## src/rx_regs_params.svh

```systemverilog
/*
 * Offsets, field positions, reset values and limits of the receive-mode
 * host register bank. Assumes the includer uses 16-bit register addresses.
 */
`ifndef RX_REGS_PARAMS_SVH
`define RX_REGS_PARAMS_SVH

// ===========================================================
// register offsets
`define OFS_FAULT_LATCH 16'h0090
`define OFS_COMM_LATCH 16'h0091
`define OFS_STREAM_LATCH 16'h0092
`define OFS_FAULT_CLEAR 16'h0094
`define OFS_COMM_CLEAR 16'h0095
`define OFS_STREAM_CLEAR 16'h0096
`define OFS_FAULT_STATUS 16'h009C
`define OFS_COMM_STATUS 16'h009D
`define OFS_STREAM_STATUS 16'h009E
`define OFS_COMMAND 16'h00A0
`define OFS_VOUT_LOW 16'h00AA
`define OFS_VOUT_HIGH 16'h00AB
`define OFS_ILIM 16'h00B2
`define OFS_RECT_THR 16'h00B3

// ===========================================================
// command register bit positions
`define CMD_OUT_ON 0
`define CMD_OUT_OFF 1
`define CMD_SEND_MSG 2
`define CMD_SEND_WAIT 3
`define CMD_SEND_TERM 4
`define CMD_SEND_STREAM 5

// ===========================================================
// status widths
`define FAULT_BITS 8
`define COMM_BITS 6
`define STREAM_BITS 4

// ===========================================================
// scaling and limits of the configuration registers
`define VOUT_STEP_MV 25
`define ILIM_STEP_MA 100
`define RECT_THR_STEP_MV 100
`define ILIM_MIN_CODE 8'h01
`define ILIM_MAX_CODE 8'h19

// ===========================================================
// reset values
`define VOUT_RST 16'h0000
`define ILIM_RST 8'h0A
`define RECT_THR_RST 8'h00

`endif

```

## src/rx_regs_pkg.sv

```systemverilog
/*
 * Types of the receive-mode host register bank.
 * Assumes rx_regs_params.svh for all numeric constants.
 */
`default_nettype none

package rx_regs_pkg;

    // ===========================================================
    // serial target states
    typedef enum logic [2:0] {
        I2C_IDLE,
        I2C_ADDR,
        I2C_ADDR_ACK,
        I2C_WR,
        I2C_WR_ACK,
        I2C_RD,
        I2C_RD_ACK
    } i2c_state_t;

    // live conditions raised by the firmware core
    typedef struct packed {
        logic [7:0] fault;
        logic [5:0] comm;
        logic [3:0] stream;
    } status_live_t;

    // settings handed to the power path
    typedef struct packed {
        logic [15:0] output_voltage_target;
        logic [7:0] current_limit_setting;
        logic [7:0] rectifier_threshold;
    } config_t;

    // state of the register bank outside the status banks and the pin synchroniser
    typedef struct packed {
        i2c_state_t phase;
        logic [3:0] bitcnt;
        logic [7:0] shreg;
        logic rw;
        logic [1:0] idx;
        logic [15:0] ptr;
        logic sda_oe;
        logic scl_q;
        logic sda_q;
        logic [5:0] cmd;
        logic out_on;
        logic [15:0] vout;
        logic [7:0] ilim;
        logic [7:0] rect_thr;
        logic [7:0] clr_fault;
        logic [5:0] clr_comm;
        logic [3:0] clr_stream;
    } host_regs_state_t;

endpackage

`default_nettype wire

```

## src/sync_2ff.sv

```systemverilog
/*
 * Two flip-flop synchroniser for a group of pin levels.
 * Assumes the inputs are asynchronous to clk_sys.
 */
`default_nettype none

module sync_2ff #(
    parameter int WIDTH = 2
) (
    // clock and reset
    input wire logic clk_sys,
    input wire logic rst_b,
    // levels
    input wire logic [WIDTH-1:0] async_in,
    output logic [WIDTH-1:0] sync_out
);

    logic [WIDTH-1:0] meta;

    // first stage feeds only the second; idle bus level is high
    always_ff @(posedge clk_sys) begin
        if (!rst_b) begin
            meta <= '1;
            sync_out <= '1;
        end else begin
            meta <= async_in;
            sync_out <= meta;
        end
    end

endmodule

`default_nettype wire

```

## src/event_status_bank.sv

```systemverilog
/*
 * One status byte: live copy of the firmware conditions and a sticky
 * latch cleared by write-one pulses. Assumes live and clear are on clk_sys.
 */
`default_nettype none

module event_status_bank #(
    parameter int WIDTH = 8
) (
    // clock and reset
    input wire logic clk_sys,
    input wire logic rst_b,
    // conditions and clears
    input wire logic [WIDTH-1:0] live,
    input wire logic [WIDTH-1:0] clear,
    // register views
    output logic [WIDTH-1:0] status,
    output logic [WIDTH-1:0] latched
);

    // live view follows the condition; the latch keeps it, set beats clear
    always_ff @(posedge clk_sys) begin
        if (!rst_b) begin
            status <= '0;
            latched <= '0;
        end else begin
            status <= live;
            latched <= (latched & ~clear) | live;
        end
    end

    live_follow_a: assert property (@(posedge clk_sys) disable iff (!rst_b)
        ##1 status == $past(live))
        else $error("status byte does not follow live conditions");

    latch_clear_a: assert property (@(posedge clk_sys) disable iff (!rst_b)
        (clear & ~live) != '0 |=> (latched & $past(clear & ~live)) == '0)
        else $error("cleared latch bit still set");

    latch_hold_a: assert property (@(posedge clk_sys) disable iff (!rst_b)
        live != '0 |=> (latched & $past(live)) == $past(live) [*1] ##1
        ((latched | $past(clear)) & $past(latched, 2) & $past(live, 2))
        == ($past(latched, 2) & $past(live, 2)))
        else $error("event lost from latch");

endmodule

`default_nettype wire

```

## src/rx_host_regs.sv

```systemverilog
/*
 * Receive-mode host register bank behind an I2C target: status bytes,
 * latches with write-one clears, command register and output settings.
 * Assumes scl and sda come from pins; live, cmd_ack come from firmware logic
 * on clk_sys; the pad resolves the open-drain sda from sda_oe.
 */
`include "rx_regs_params.svh"
`default_nettype none

// Summary of operation
// - fault status bits 0-7: temp, current, voltage, error, short, message, on, off
// - comm status bits 0-5: sent, timeout, strength, rectified ready, removed, nack
// - stream status bits 0-3: send done, send timeout, receive done, receive timeout
// - command bit 0 switches the regulated output on
// - command bit 1 switches the regulated output off
// - both on and off set together: no action, both bits cleared
// - command bit 2 sends one custom packet from the payload registers
// - command bit 3 sends a custom packet and awaits a reply
// - command bit 4 sends an end of power transfer packet
// - command bit 5 starts a data-stream send from the payload registers
// - output voltage target is 16 bits, low byte then high byte, 25mV steps
// - current limit ranges 100mA to 2.5A in 100mA steps
// - rectifier auto-off threshold counts in 100mV steps
// - each event has a write-one clear bit for its latch
module rx_host_regs #(
    parameter logic [6:0] DEV_ADDR = 7'h61
) (
    // clock and reset
    input wire logic clk_sys,
    input wire logic rst_b,
    // serial pins
    input wire logic scl_i,
    input wire logic sda_i,
    output logic sda_o,
    output logic sda_oe,
    // firmware conditions and command acknowledges
    input wire rx_regs_pkg::status_live_t live,
    input wire logic [3:0] cmd_ack,
    // power path controls
    output logic output_active,
    output logic [3:0] cmd_request,
    output rx_regs_pkg::config_t cfg
);

    // ===========================================================
    // declarations
    localparam rx_regs_pkg::host_regs_state_t STATE_RST = '{
        phase: rx_regs_pkg::I2C_IDLE,
        scl_q: 1'b1,
        sda_q: 1'b1,
        vout: `VOUT_RST,
        ilim: `ILIM_RST,
        rect_thr: `RECT_THR_RST,
        default: '0
    };

    rx_regs_pkg::host_regs_state_t s;
    rx_regs_pkg::host_regs_state_t next_s;
    logic [1:0] pins_s;
    logic scl_s;
    logic sda_s;
    logic [7:0] fault_status;
    logic [7:0] fault_latched;
    logic [5:0] comm_status;
    logic [5:0] comm_latched;
    logic [3:0] stream_status;
    logic [3:0] stream_latched;
    logic wr_now;
    logic [15:0] wr_addr;
    logic [7:0] wr_data;

    // ===========================================================
    // pin synchroniser and status bytes
    sync_2ff #(.WIDTH(2)) pin_sync (
        .clk_sys(clk_sys),
        .rst_b(rst_b),
        .async_in({scl_i, sda_i}),
        .sync_out(pins_s)
    );

    assign scl_s = pins_s[1];
    assign sda_s = pins_s[0];

    event_status_bank #(.WIDTH(`FAULT_BITS)) fault_bank (
        .clk_sys(clk_sys),
        .rst_b(rst_b),
        .live(live.fault),
        .clear(s.clr_fault),
        .status(fault_status),
        .latched(fault_latched)
    );

    event_status_bank #(.WIDTH(`COMM_BITS)) comm_bank (
        .clk_sys(clk_sys),
        .rst_b(rst_b),
        .live(live.comm),
        .clear(s.clr_comm),
        .status(comm_status),
        .latched(comm_latched)
    );

    event_status_bank #(.WIDTH(`STREAM_BITS)) stream_bank (
        .clk_sys(clk_sys),
        .rst_b(rst_b),
        .live(live.stream),
        .clear(s.clr_stream),
        .status(stream_status),
        .latched(stream_latched)
    );

    // ===========================================================
    // next state: serial target, register writes and command handling
    always_comb begin
        logic rise;
        logic fall;
        logic [7:0] rd_data;
        rise = scl_s & ~s.scl_q;
        fall = ~scl_s & s.scl_q;
        rd_data = 8'h00;
        next_s = s;
        next_s.scl_q = scl_s;
        next_s.sda_q = sda_s;
        next_s.clr_fault = '0;
        next_s.clr_comm = '0;
        next_s.clr_stream = '0;
        wr_now = 1'b0;
        wr_addr = s.ptr;
        wr_data = s.shreg;
        // read mux; reserved bits and unmapped offsets read zero
        case (s.ptr)
            `OFS_FAULT_LATCH: rd_data = fault_latched;
            `OFS_COMM_LATCH: rd_data = {2'h0, comm_latched};
            `OFS_STREAM_LATCH: rd_data = {4'h0, stream_latched};
            `OFS_FAULT_STATUS: rd_data = fault_status;
            `OFS_COMM_STATUS: rd_data = {2'h0, comm_status};
            `OFS_STREAM_STATUS: rd_data = {4'h0, stream_status};
            `OFS_COMMAND: rd_data = {2'h0, s.cmd};
            `OFS_VOUT_LOW: rd_data = s.vout[7:0];
            `OFS_VOUT_HIGH: rd_data = s.vout[15:8];
            `OFS_ILIM: rd_data = s.ilim;
            `OFS_RECT_THR: rd_data = s.rect_thr;
            default: rd_data = 8'h00;
        endcase
        // output switching acts on the held bits, then clears them
        if (s.cmd[`CMD_OUT_ON] && s.cmd[`CMD_OUT_OFF]) begin
            next_s.cmd[1:0] = 2'h0;
        end else if (s.cmd[`CMD_OUT_ON]) begin
            next_s.out_on = 1'b1;
            next_s.cmd[`CMD_OUT_ON] = 1'b0;
        end else if (s.cmd[`CMD_OUT_OFF]) begin
            next_s.out_on = 1'b0;
            next_s.cmd[`CMD_OUT_OFF] = 1'b0;
        end
        // firmware acknowledge drops a transmit request
        next_s.cmd[5:2] = s.cmd[5:2] & ~cmd_ack;
        // serial target
        case (s.phase)
            rx_regs_pkg::I2C_IDLE: begin
                next_s.sda_oe = 1'b0;
            end
            rx_regs_pkg::I2C_ADDR: begin
                if (rise) begin
                    next_s.shreg = {s.shreg[6:0], sda_s};
                    next_s.bitcnt = s.bitcnt + 4'h1;
                end else if (fall && s.bitcnt == 4'h8) begin
                    if (s.shreg[7:1] == DEV_ADDR) begin
                        next_s.sda_oe = 1'b1;
                        next_s.rw = s.shreg[0];
                        next_s.idx = 2'h0;
                        next_s.phase = rx_regs_pkg::I2C_ADDR_ACK;
                    end else begin
                        next_s.phase = rx_regs_pkg::I2C_IDLE;
                    end
                end
            end
            rx_regs_pkg::I2C_ADDR_ACK: begin
                if (fall && s.rw) begin
                    next_s.shreg = {rd_data[6:0], 1'b0};
                    next_s.sda_oe = ~rd_data[7];
                    next_s.bitcnt = 4'h1;
                    next_s.ptr = s.ptr + 16'h0001;
                    next_s.phase = rx_regs_pkg::I2C_RD;
                end else if (fall) begin
                    next_s.sda_oe = 1'b0;
                    next_s.bitcnt = 4'h0;
                    next_s.phase = rx_regs_pkg::I2C_WR;
                end
            end
            rx_regs_pkg::I2C_WR: begin
                if (rise) begin
                    next_s.shreg = {s.shreg[6:0], sda_s};
                    next_s.bitcnt = s.bitcnt + 4'h1;
                end else if (fall && s.bitcnt == 4'h8) begin
                    next_s.sda_oe = 1'b1;
                    next_s.phase = rx_regs_pkg::I2C_WR_ACK;
                    if (s.idx == 2'h0) begin
                        next_s.ptr[15:8] = s.shreg;
                        next_s.idx = 2'h1;
                    end else if (s.idx == 2'h1) begin
                        next_s.ptr[7:0] = s.shreg;
                        next_s.idx = 2'h2;
                    end else begin
                        wr_now = 1'b1;
                        next_s.ptr = s.ptr + 16'h0001;
                    end
                end
            end
            rx_regs_pkg::I2C_WR_ACK: begin
                if (fall) begin
                    next_s.sda_oe = 1'b0;
                    next_s.bitcnt = 4'h0;
                    next_s.phase = rx_regs_pkg::I2C_WR;
                end
            end
            rx_regs_pkg::I2C_RD: begin
                if (fall && s.bitcnt == 4'h8) begin
                    next_s.sda_oe = 1'b0;
                    next_s.phase = rx_regs_pkg::I2C_RD_ACK;
                end else if (fall) begin
                    next_s.sda_oe = ~s.shreg[7];
                    next_s.shreg = {s.shreg[6:0], 1'b0};
                    next_s.bitcnt = s.bitcnt + 4'h1;
                end
            end
            rx_regs_pkg::I2C_RD_ACK: begin
                if (rise) begin
                    next_s.phase = sda_s ? rx_regs_pkg::I2C_IDLE : rx_regs_pkg::I2C_ADDR_ACK;
                end
            end
            default: begin
                next_s.phase = rx_regs_pkg::I2C_IDLE;
            end
        endcase
        // register write; a new command bit wins over its acknowledge
        if (wr_now) begin
            case (wr_addr)
                `OFS_FAULT_CLEAR: next_s.clr_fault = wr_data;
                `OFS_COMM_CLEAR: next_s.clr_comm = wr_data[5:0];
                `OFS_STREAM_CLEAR: next_s.clr_stream = wr_data[3:0];
                `OFS_COMMAND: next_s.cmd = next_s.cmd | wr_data[5:0];
                `OFS_VOUT_LOW: next_s.vout[7:0] = wr_data;
                `OFS_VOUT_HIGH: next_s.vout[15:8] = wr_data;
                `OFS_ILIM: begin
                    if (wr_data < `ILIM_MIN_CODE) begin
                        next_s.ilim = `ILIM_MIN_CODE;
                    end else if (wr_data > `ILIM_MAX_CODE) begin
                        next_s.ilim = `ILIM_MAX_CODE;
                    end else begin
                        next_s.ilim = wr_data;
                    end
                end
                `OFS_RECT_THR: next_s.rect_thr = wr_data;
                default: begin
                end
            endcase
        end
        // start and stop override the bit engine
        if (scl_s && s.scl_q && s.sda_q && !sda_s) begin
            next_s.phase = rx_regs_pkg::I2C_ADDR;
            next_s.bitcnt = 4'h0;
            next_s.sda_oe = 1'b0;
        end else if (scl_s && s.scl_q && !s.sda_q && sda_s) begin
            next_s.phase = rx_regs_pkg::I2C_IDLE;
            next_s.sda_oe = 1'b0;
        end
    end

    // state register
    always_ff @(posedge clk_sys) begin
        if (!rst_b) begin
            s <= STATE_RST;
        end else begin
            s <= next_s;
        end
    end

    // ===========================================================
    // outputs
    assign sda_o = 1'b0; // open drain: only ever pulls low
    assign sda_oe = s.sda_oe;
    assign output_active = s.out_on;
    assign cmd_request = s.cmd[5:2];
    assign cfg.output_voltage_target = s.vout;
    assign cfg.current_limit_setting = s.ilim;
    assign cfg.rectifier_threshold = s.rect_thr;

    // ===========================================================
    // checks
    both_cmds_a: assert property (@(posedge clk_sys) disable iff (!rst_b)
        s.cmd[0] && s.cmd[1] |=> s.cmd[1:0] == 2'h0 && $stable(s.out_on))
        else $error("on and off together not discarded");

    output_on_a: assert property (@(posedge clk_sys) disable iff (!rst_b)
        s.cmd[0] && !s.cmd[1] |=> output_active && !(s.cmd[0] && !$past(wr_now)))
        else $error("output not switched on");

    output_off_a: assert property (@(posedge clk_sys) disable iff (!rst_b)
        !s.cmd[0] && s.cmd[1] |=> !output_active)
        else $error("output not switched off");

    send_held_a: assert property (@(posedge clk_sys) disable iff (!rst_b)
        s.cmd[2] && !cmd_ack[0] |=> cmd_request[0])
        else $error("packet request dropped before acknowledge");

    cmd_issue_a: assert property (@(posedge clk_sys) disable iff (!rst_b)
        wr_now && wr_addr == `OFS_COMMAND && wr_data[5] |=> cmd_request[3] [*1])
        else $error("stream send request not raised");

    cmd_self_clear_a: assert property (@(posedge clk_sys) disable iff (!rst_b)
        s.cmd[4] && cmd_ack[2] && !(wr_now && wr_addr == `OFS_COMMAND)
        |=> !s.cmd[4])
        else $error("command bit not cleared after acknowledge");

    vout_split_a: assert property (@(posedge clk_sys) disable iff (!rst_b)
        wr_now && wr_addr == `OFS_VOUT_LOW
        |=> cfg.output_voltage_target[7:0] == $past(wr_data)
        && $stable(cfg.output_voltage_target[15:8]))
        else $error("voltage low byte write wrong");

    ilim_range_a: assert property (@(posedge clk_sys) disable iff (!rst_b)
        ##1 s.ilim >= `ILIM_MIN_CODE && s.ilim <= `ILIM_MAX_CODE)
        else $error("current limit out of range");

endmodule

`default_nettype wire

```

## config.mk

```make
export PLATFORM = sky130hd
export DESIGN_NAME = rx_host_regs
export DESIGN_NICKNAME = d
export VERILOG_FILES = /design/src/rx_regs_pkg.sv /design/src/sync_2ff.sv /design/src/event_status_bank.sv /design/src/rx_host_regs.sv
export VERILOG_INCLUDE_DIRS = /design/src
export SDC_FILE = /design/constraint.sdc
export NUM_CORES = 1
export LEC_CHECK = 0
export BUFFER_PORTS_ARGS = -buffer_cell sky130_fd_sc_hd__buf_4
export CAP_MARGIN = 20
export CORE_MARGIN = 2
export CORE_UTILIZATION = 40
export CTS_BUF_LIST = sky130_fd_sc_hd__clkbuf_8
export DETAILED_ROUTE_END_ITERATION = 16
export PLACE_DENSITY = 0.66
export SLEW_MARGIN = 20
export SYNTH_ARGS = -nofsm -noshare
export SYNTH_HDL_FRONTEND = slang
export SYNTH_SLANG_ARGS = --single-unit
export TNS_END_PERCENT = 20
```

## constraint.sdc

```tcl
create_clock -name clk_sys -period 2.5 [get_ports clk_sys]
set_input_delay 0.25 -clock clk_sys [delete_from_list [all_inputs] [get_ports clk_sys]]
set_output_delay 0.25 -clock clk_sys [all_outputs]
set_load 0.01 [all_outputs]
```

==> results of run 1 <==
[where the power goes]
group          switching, mW  leakage [nW]  internal, mW  total (mW)
clock network          0.885         0.206          1.05        1.93
logic                 0.0805          1.75         0.100       0.181
registers             0.0209          1.09          2.17        2.20
total                  0.987          3.04          3.32        4.31
[cell usage after synthesis, types with 4 or more instances]
master / instances / share of area
o21ai_0: 31 / 0.023
o221a_2: 7 / 0.012
inv_1: 11 / 0.0062
nand2b_1: 18 / 0.017
nor4_2: 4 / 0.0076
nor2_1: 34 / 0.019
nor4_1: 8 / 0.0076
ha_1: 6 / 0.011
a211oi_1: 6 / 0.0068
a22oi_1: 18 / 0.020
buf_2: 9 / 0.0068
o22ai_1: 7 / 0.0066
clkbuf_1: 43 / 0.024
a32oi_1: 4 / 0.0053
a221oi_1: 7 / 0.0093
dfxtp_1: 134 / 0.41
a22o_1: 5 / 0.0066
nand2_1: 72 / 0.041
nor3_1: 12 / 0.0091
nand3b_1: 10 / 0.011
nand3_1: 43 / 0.033
a21boi_0: 27 / 0.031
and2_1: 27 / 0.026
a222oi_1: 7 / 0.011
buf_4: 37 / 0.042
nor2b_1: 32 / 0.030
o21a_1: 19 / 0.022
a21oi_1: 31 / 0.023
a21o_1: 5 / 0.0057
a31oi_1: 5 / 0.0047
and3_1: 28 / 0.026
nand4_1: 10 / 0.0095
buf_1: 5 / 0.0028
[kinds of logic (layout without fill, tap and decap cells)]
| logic type | after synthesis | after routing |
|---|---|---|
| AOI/OAI and AO/OA | 197 | 197 |
| xor gates and xnor gates | 1 | 1 |
| adders and majority gates | 7 | 7 |
| buffers and inverters | 106 | 169 |
| DFF | 134 | 134 |
| muxes | 3 | 3 |
| other | 1 | 1 |
| and+or+nand+nor | 328 | 328 |
[metal layers]
| layer | share of wire | up-vias | global-route usage |
|---|---|---|---|
| met3 | 0.067 | 29 | 0.0483 |
| met4 | 0.020 | 0 | 0.0729 |
| met2 | 0.44 | 204 | 0.315 |
| li1 | - | 2865 | - |
| met5 | 0 | - | 0 |
| met1 | 0.47 | 2830 | 0.286 |
[stage by stage]
stage / instances / setup WS, ns / cell area (um2)
finish: 1060 / 0.139 / 7840
global route: 1060 / 0.0358 / 7840
global placement: 1013 / 0.138 / 7250
detailed placement: 1013 / 0.102 / 7250
floorplan: 777 / 0.343 / 6620
CTS: 1054 / 0.0915 / 7780
[registers in the layout, indices dropped and copies added (netlist names), named ones only]
| signal | count |
|---|---|
| s | 31 |
| stream_bank.latched | 4 |
| wr_addr | 16 |
| fault_bank.status | 8 |
| pin_sync.meta | 2 |
| comm_bank.latched | 6 |
| sda_oe | 1 |
| fault_bank.latched | 8 |
| pin_sync.sync_out | 2 |
| stream_bank.status | 4 |
| wr_data | 8 |
| output_active | 1 |
| cmd_request | 4 |
| cfg | 32 |
| comm_bank.status | 6 |
[layout make-up]
type | count | area [um2] | share of cell area
Inverter | 11 | 41.3 | 0.00526
Clock buffer | 19 | 262 | 0.0333
Multi-Input combinational cell | 537 | 3400 | 0.433
Tap cell | 220 | 275 | 0.0351
Clock inverter | 12 | 165 | 0.0211
Sequential cell | 134 | 2680 | 0.342
Timing Repair Buffer | 127 | 1020 | 0.130
[worst register-to-register path, stage by stage (launching register included)]
cell	delay, ns
dfxtp_1	0.35
or4_1	0.69
buf_12	0.23
nor4_2	0.41
buf_4	0.19
a22oi_1	0.10
nand2_1	0.14
a211oi_1	0.08
nor3_2	0.10
[worst paths after layout]
kind	endpoint	slack (ns)	cells after the start
max	wr_data[5]$_SDFFE_PN0P_	0.14	8
min	fault_bank.latched[3]$_SDFF_PN0_	0.01	2
max reg2reg	wr_data[5]$_SDFFE_PN0P_	0.14	8
min reg2reg	pin_sync.sync_out[1]$_SDFF_PN1_	0.41	1
[what timing repair did]
action | in CTS | in global routing
endpoints found under the hold margin | 13 | 8
hold buffers | 10 | 6
resized for setup | 0 | 1
endpoints found under the setup margin | 0 | 2
==> impl_metrics.tcl, run 1 <==
set metrics [dict create \
    arrival_ns 2.74 \
    p_leak_nw 3.04 \
    synth_adder_area_share 0.0129 \
    dp_hpwl_um 12400 \
    hold-worst-slack_ns 0.0116 \
    final_cell_mix "dfxtp_1 (134), buf_4 (109), nand2_1 (72), nand3_1 (43), nor2_1 (34)" \
    antenna_found_initial 0 \
    cts_buffer_depth 2 \
    cp-start-kind "register" \
    insertion_delay_ns 0.46 \
    wl_um 18300 \
    mostFrequentLayoutCell "dfxtp_1" \
    timing.fmax_mhz 423 \
    rows 47 \
    firstDrtPassIters 5 \
    drcViolationCount 0 \
    cts_tree "done" \
    slew_headroom 0.521 \
    grt_pass1_wl_um 28600 \
    drive_above_1_share 0.204 \
    setup_violations 0 \
    drt_iter0_drc 394 \
    worstHoldPathType "in2reg" \
    ys_ff_latch 134 \
    viasPerCell 5.59 \
    utilization 0.478 \
    postSynthNetCount 809 \
    avgSynthCellArea_um2 8.52 \
    place_congestion 0.873 \
    synth_edf_count 0 \
    synth_compound_area_frac 0.210 \
    initial_utilization 0.403 \
    outcome "finished, final reports clean" \
    finalPower_mw 4.31 \
    grt-ovfl-total 0 \
    path_cells "or4_1 -> buf_12 -> nor4_2 -> buf_4 -> a22oi_1 -> nand2_1 -> a211oi_1 -> nor3_2" \
    wl_per_cell_um 17.3 \
    grt_use_total 0.207 \
    slowest_stage "or4_1" \
    irDropWorstVdd_mv 0.303 \
    syn_area_um2 6620 \
    yosys.area_share.simple 0.281 \
    crit_path_end_kind "register" \
    finalSetupTns_ns 0 \
    crit_fanout 11 \
    cts_buffers 17 \
    clk_pin_slew_ns 0.08 \
    synth.area.mux_share 0.00473 \
    rsz0062_at_grt "no" \
    nets 860 \
    antennaDiodeCount 0 \
    ios 65 \
    synth_cell_types 69 \
    synth-xor-area-share 0.00132 \
    cts_root_buf "clkbuf_8" \
    critPathKind "reg2reg" \
    drv_slew 0 \
    worst_slew_pin_slew_ns 0.717 \
    htreeDepth 4 \
    synth-main-ff-cell "dfxtp_1" \
    startpoint "wr_addr[12]$_SDFFE_PN0P_" \
    filler_cell_count 1576 \
    finalHoldViolations 0 \
    syn_inst 777 \
    p_per_area_nw_per_um2 550 \
    r2r-start "wr_addr[12]$_SDFFE_PN0P_" \
    crit_buf_inv 2 \
    die_w_um 133 \
    drv_cap 0 \
    required_ns 2.88 \
    ant_nets 0 \
    synth-seq-area-share 0.405 \
    vias 5928 \
    coreArea_um2 16400 \
    crit_family "simple AND/OR/NAND/NOR gates" \
    period_share 0.945 \
    dieArea_um2 17600 \
    yosys_warnings 0 \
    min_period_ns 2.36 \
    grt_pass1_vias 5329 \
    cpPeakStageDelay_ns 0.69 \
    fp.dieH_um 133 \
    area_growth_pct 18.5 \
    cts.sinks 134 \
    grt_max_degree 60 \
    skew_ns 0.0146 \
    synthArstFlopShare 0 \
    hold_path_startpoint "live[13]" \
    synth_top_family_by_area "simple AND/OR/NAND/NOR gates" \
    port_buffers 63 \
    cts_setup_buffers 0 \
]
No activity file was read; power rests on OpenSTA's default activity.
==> inputs of run 2 (changes only) <==
--- a/config.mk
+++ b/config.mk
@@ -6,9 +6,10 @@
 export SDC_FILE = /design/constraint.sdc
 export NUM_CORES = 1
 export LEC_CHECK = 0
+export ABC_AREA = 1
 export BUFFER_PORTS_ARGS = -buffer_cell sky130_fd_sc_hd__buf_4
 export CAP_MARGIN = 20
-export CORE_MARGIN = 2
+export CORE_MARGIN = 3
 export CORE_UTILIZATION = 40
 export CTS_BUF_LIST = sky130_fd_sc_hd__clkbuf_8
 export DETAILED_ROUTE_END_ITERATION = 16
==> run 2 against run 1 <==
  * Largest power group unchanged
  * Largest cell class unchanged
  * Sequential share of layout area increased by 1.8 points
  * Highest routed layer unchanged
  * Register-to-register slack improved by 0.09 ns
  * Total power increased by 0.95%
  * Fmax increased by 3.9%
  * First-iteration DRC count increased by 31%
  * Sequential power increased by 2%
  * Die area increased by 1.4%
==> impl_metrics.tcl, run 2 <==
set metrics [dict create \
    p_comb_frac 0.076 \
    cts_buffers 17 \
    critPathKind "reg2reg" \
    filler_cell_count 1562 \
    crit_path_end_kind "register" \
    cts_buffer_depth 2 \
    area_growth_pct 14.5 \
    htreeDepth 4 \
    insertion_delay_ns 0.45 \
    irDropWorstVdd_mv 0.333 \
    place_congestion 0.958 \
    die_w_um 134 \
    outcome "finished, final reports clean" \
    dieArea_um2 17800 \
    switching_share 0.262 \
    seq_area_um2 2680 \
    synth-main-ff-cell "dfxtp_1" \
    grt_use_total 0.216 \
    postSynthNetCount 910 \
    initial_utilization 0.419 \
    setup_violations 0 \
    final_cell_mix "nand2_1 (136), dfxtp_1 (134), nor2_1 (107), inv_1 (98), buf_4 (75)" \
    arrival_ns 2.65 \
    coreArea_um2 15500 \
    grt_pass1_wl_um 30100 \
    grt_max_degree 51 \
    antennaDiodeCount 0 \
    synth_edf_count 0 \
    dp_hpwl_um 13800 \
    largest_reg_flops 32 \
    slew_headroom 0.623 \
    finalSetupTns_ns 0 \
    port_buffers 63 \
    worst_slew_pin_slew_ns 0.566 \
    firstDrtPassIters 5 \
    finalHoldViolations 0 \
    cts.sinks 134 \
    required_ns 2.88 \
    antenna_found_initial 1 \
    grt_pass1_vias 5490 \
    wl_per_cell_um 16.6 \
    yosys.area.top_type "dfxtp_1" \
    ys_ff_latch 134 \
    synth_most_common_cell "nand2_1" \
    cts_setup_buffers 0 \
    nets 953 \
    avgSynthCellArea_um2 7.41 \
    multi_input_comb_area_um2 3000 \
    hold-worst-slack_ns 0.0248 \
    drcViolationCount 0 \
    syn_inst 878 \
    synth_cell_types 51 \
    synthArstFlopShare 0 \
    syn_area_um2 6510 \
    skew_ns 0.0162 \
    fp.dieH_um 134 \
    ys_top_cells_by_count "nand2_1 (136), dfxtp_1 (134), nor2_1 (109)" \
    synth_top_area_share 0.412 \
    cts_tree "done" \
    netSwitchingPower_mw 1.14 \
    drive_above_1_share 0.175 \
    drv_cap 0 \
    clk_pin_slew_ns 0.08 \
    drt_iter0_drc 518 \
    wl_um 19000 \
    cts_root_buf "clkbuf_8" \
    synthTopCellsByArea "dfxtp_1 (41%), nand2_1 (7.8%), nor2_1 (6.3%)" \
    ios 65 \
    drv_slew 0 \
    power.internal_mw 3.21 \
    seqPwrFrac 0.517 \
    timing.fmax_mhz 440 \
    viasPerCell 5.23 \
    clkPwrFrac 0.408 \
    rsz0062_at_grt "no" \
    p_per_area_nw_per_um2 584 \
    synth-seq-area-share 0.412 \
    ant_nets 0 \
    crit_fanout 6 \
    min_period_ns 2.27 \
    worstHoldPathType "in2reg" \
    grt-ovfl-total 0 \
    rows 45 \
    vias 5981 \
    yosys_warnings 0 \
    p_leak_nw 3.18 \
    cp-start-kind "register" \
    period_share 0.909 \
    mostFrequentLayoutCell "nand2_1" \
]
==> run 2: what timing repair did <==
item,CTS,global route
setup endpoints to repair,0,8
hold endpoints to repair,11,0
hold buffers,10,0
resized for setup,0,2
==> run 2: final cells by class <==
type | instances | area share
clock buffers | 18 | 0.0332
inverters | 118 | 0.0598
multi-input cells | 564 | 0.402
clock inverters | 13 | 0.0180
flip-flops and latches | 134 | 0.360
well taps | 211 | 0.0354
repair buffers | 86 | 0.0917
==> run 2: path summary, 6_finish.rpt <==
check             cells after the start                                to  slack, ns        startpoint
hold / removal                        3   fault_bank.status[3]$_SDFF_PN0_       0.02          live[13]
setup reg to reg                     10                   s[9]$_SDFF_PN0_       0.23          register
setup / recovery                     10                   s[9]$_SDFF_PN0_       0.23          register
hold reg to reg                       1  fault_bank.latched[0]$_SDFF_PN0_       0.42  s[10]$_SDFF_PN0_
==> run 2: power groups by stage <==
stage / logic [mW] / clock network [mW] / registers (mW)
after CTS: 0.325 / 1.80 / 2.25
after global placement: 0.313 / 0 / 2.30
final: 0.329 / 1.77 / 2.25
after floorplan: 0.190 / 0 / 2.28
after detailed placement: 0.311 / 0 / 2.30
after global routing: 0.365 / 1.89 / 2.25
==> run 2: metal layers <==
layer,part of all wire,vias up,wire length (um),track usage
met4,0.014,0,265,0.0606
li1,-,2965,-,-
met2,0.42,202,8090,0.312
met5,0,-,0,0
met1,0.50,2790,9500,0.322
met3,0.061,24,1170,0.0461
==> run 2: metrics by stage <==
stage | instances | instance area (um2) | total power, mW | setup WS (ns) | util
finish | 1144 | 7450 | 4.35 | 0.227 | 0.480
global route | 1144 | 7450 | 4.51 | 0.00597 | 0.480
CTS | 1144 | 7440 | 4.37 | 0.0786 | 0.479
detailed placement | 1103 | 6960 | 2.61 | 0.103 | 0.448
global placement | 1103 | 6960 | 2.61 | 0.114 | 0.448
floorplan | 878 | 6510 | 2.47 | 0.751 | -
==> run 2: logic make-up after synthesis <==
family | Yosys count | synth area share
xor+xnor | 2 | 0.00269
compound gates | 176 | 0.166
other cells | 1 | 0.000576
flops | 134 | 0.412
buf+inv | 180 | 0.130
simple gates | 379 | 0.277
fa+ha+maj | 6 | 0.0115
==> run 2: critical path, cell delays in order (launching register included) <==
cell and delay, ns:
dfxtp_1 0.35, inv_1 0.09, ha_1 0.15, nand3_1 0.20
nor2_8 0.20, inv_2 0.08, nor3_2 0.38, nand2_1 0.12
nor2_2 0.23, nand2_1 0.24, nor2_1 0.16
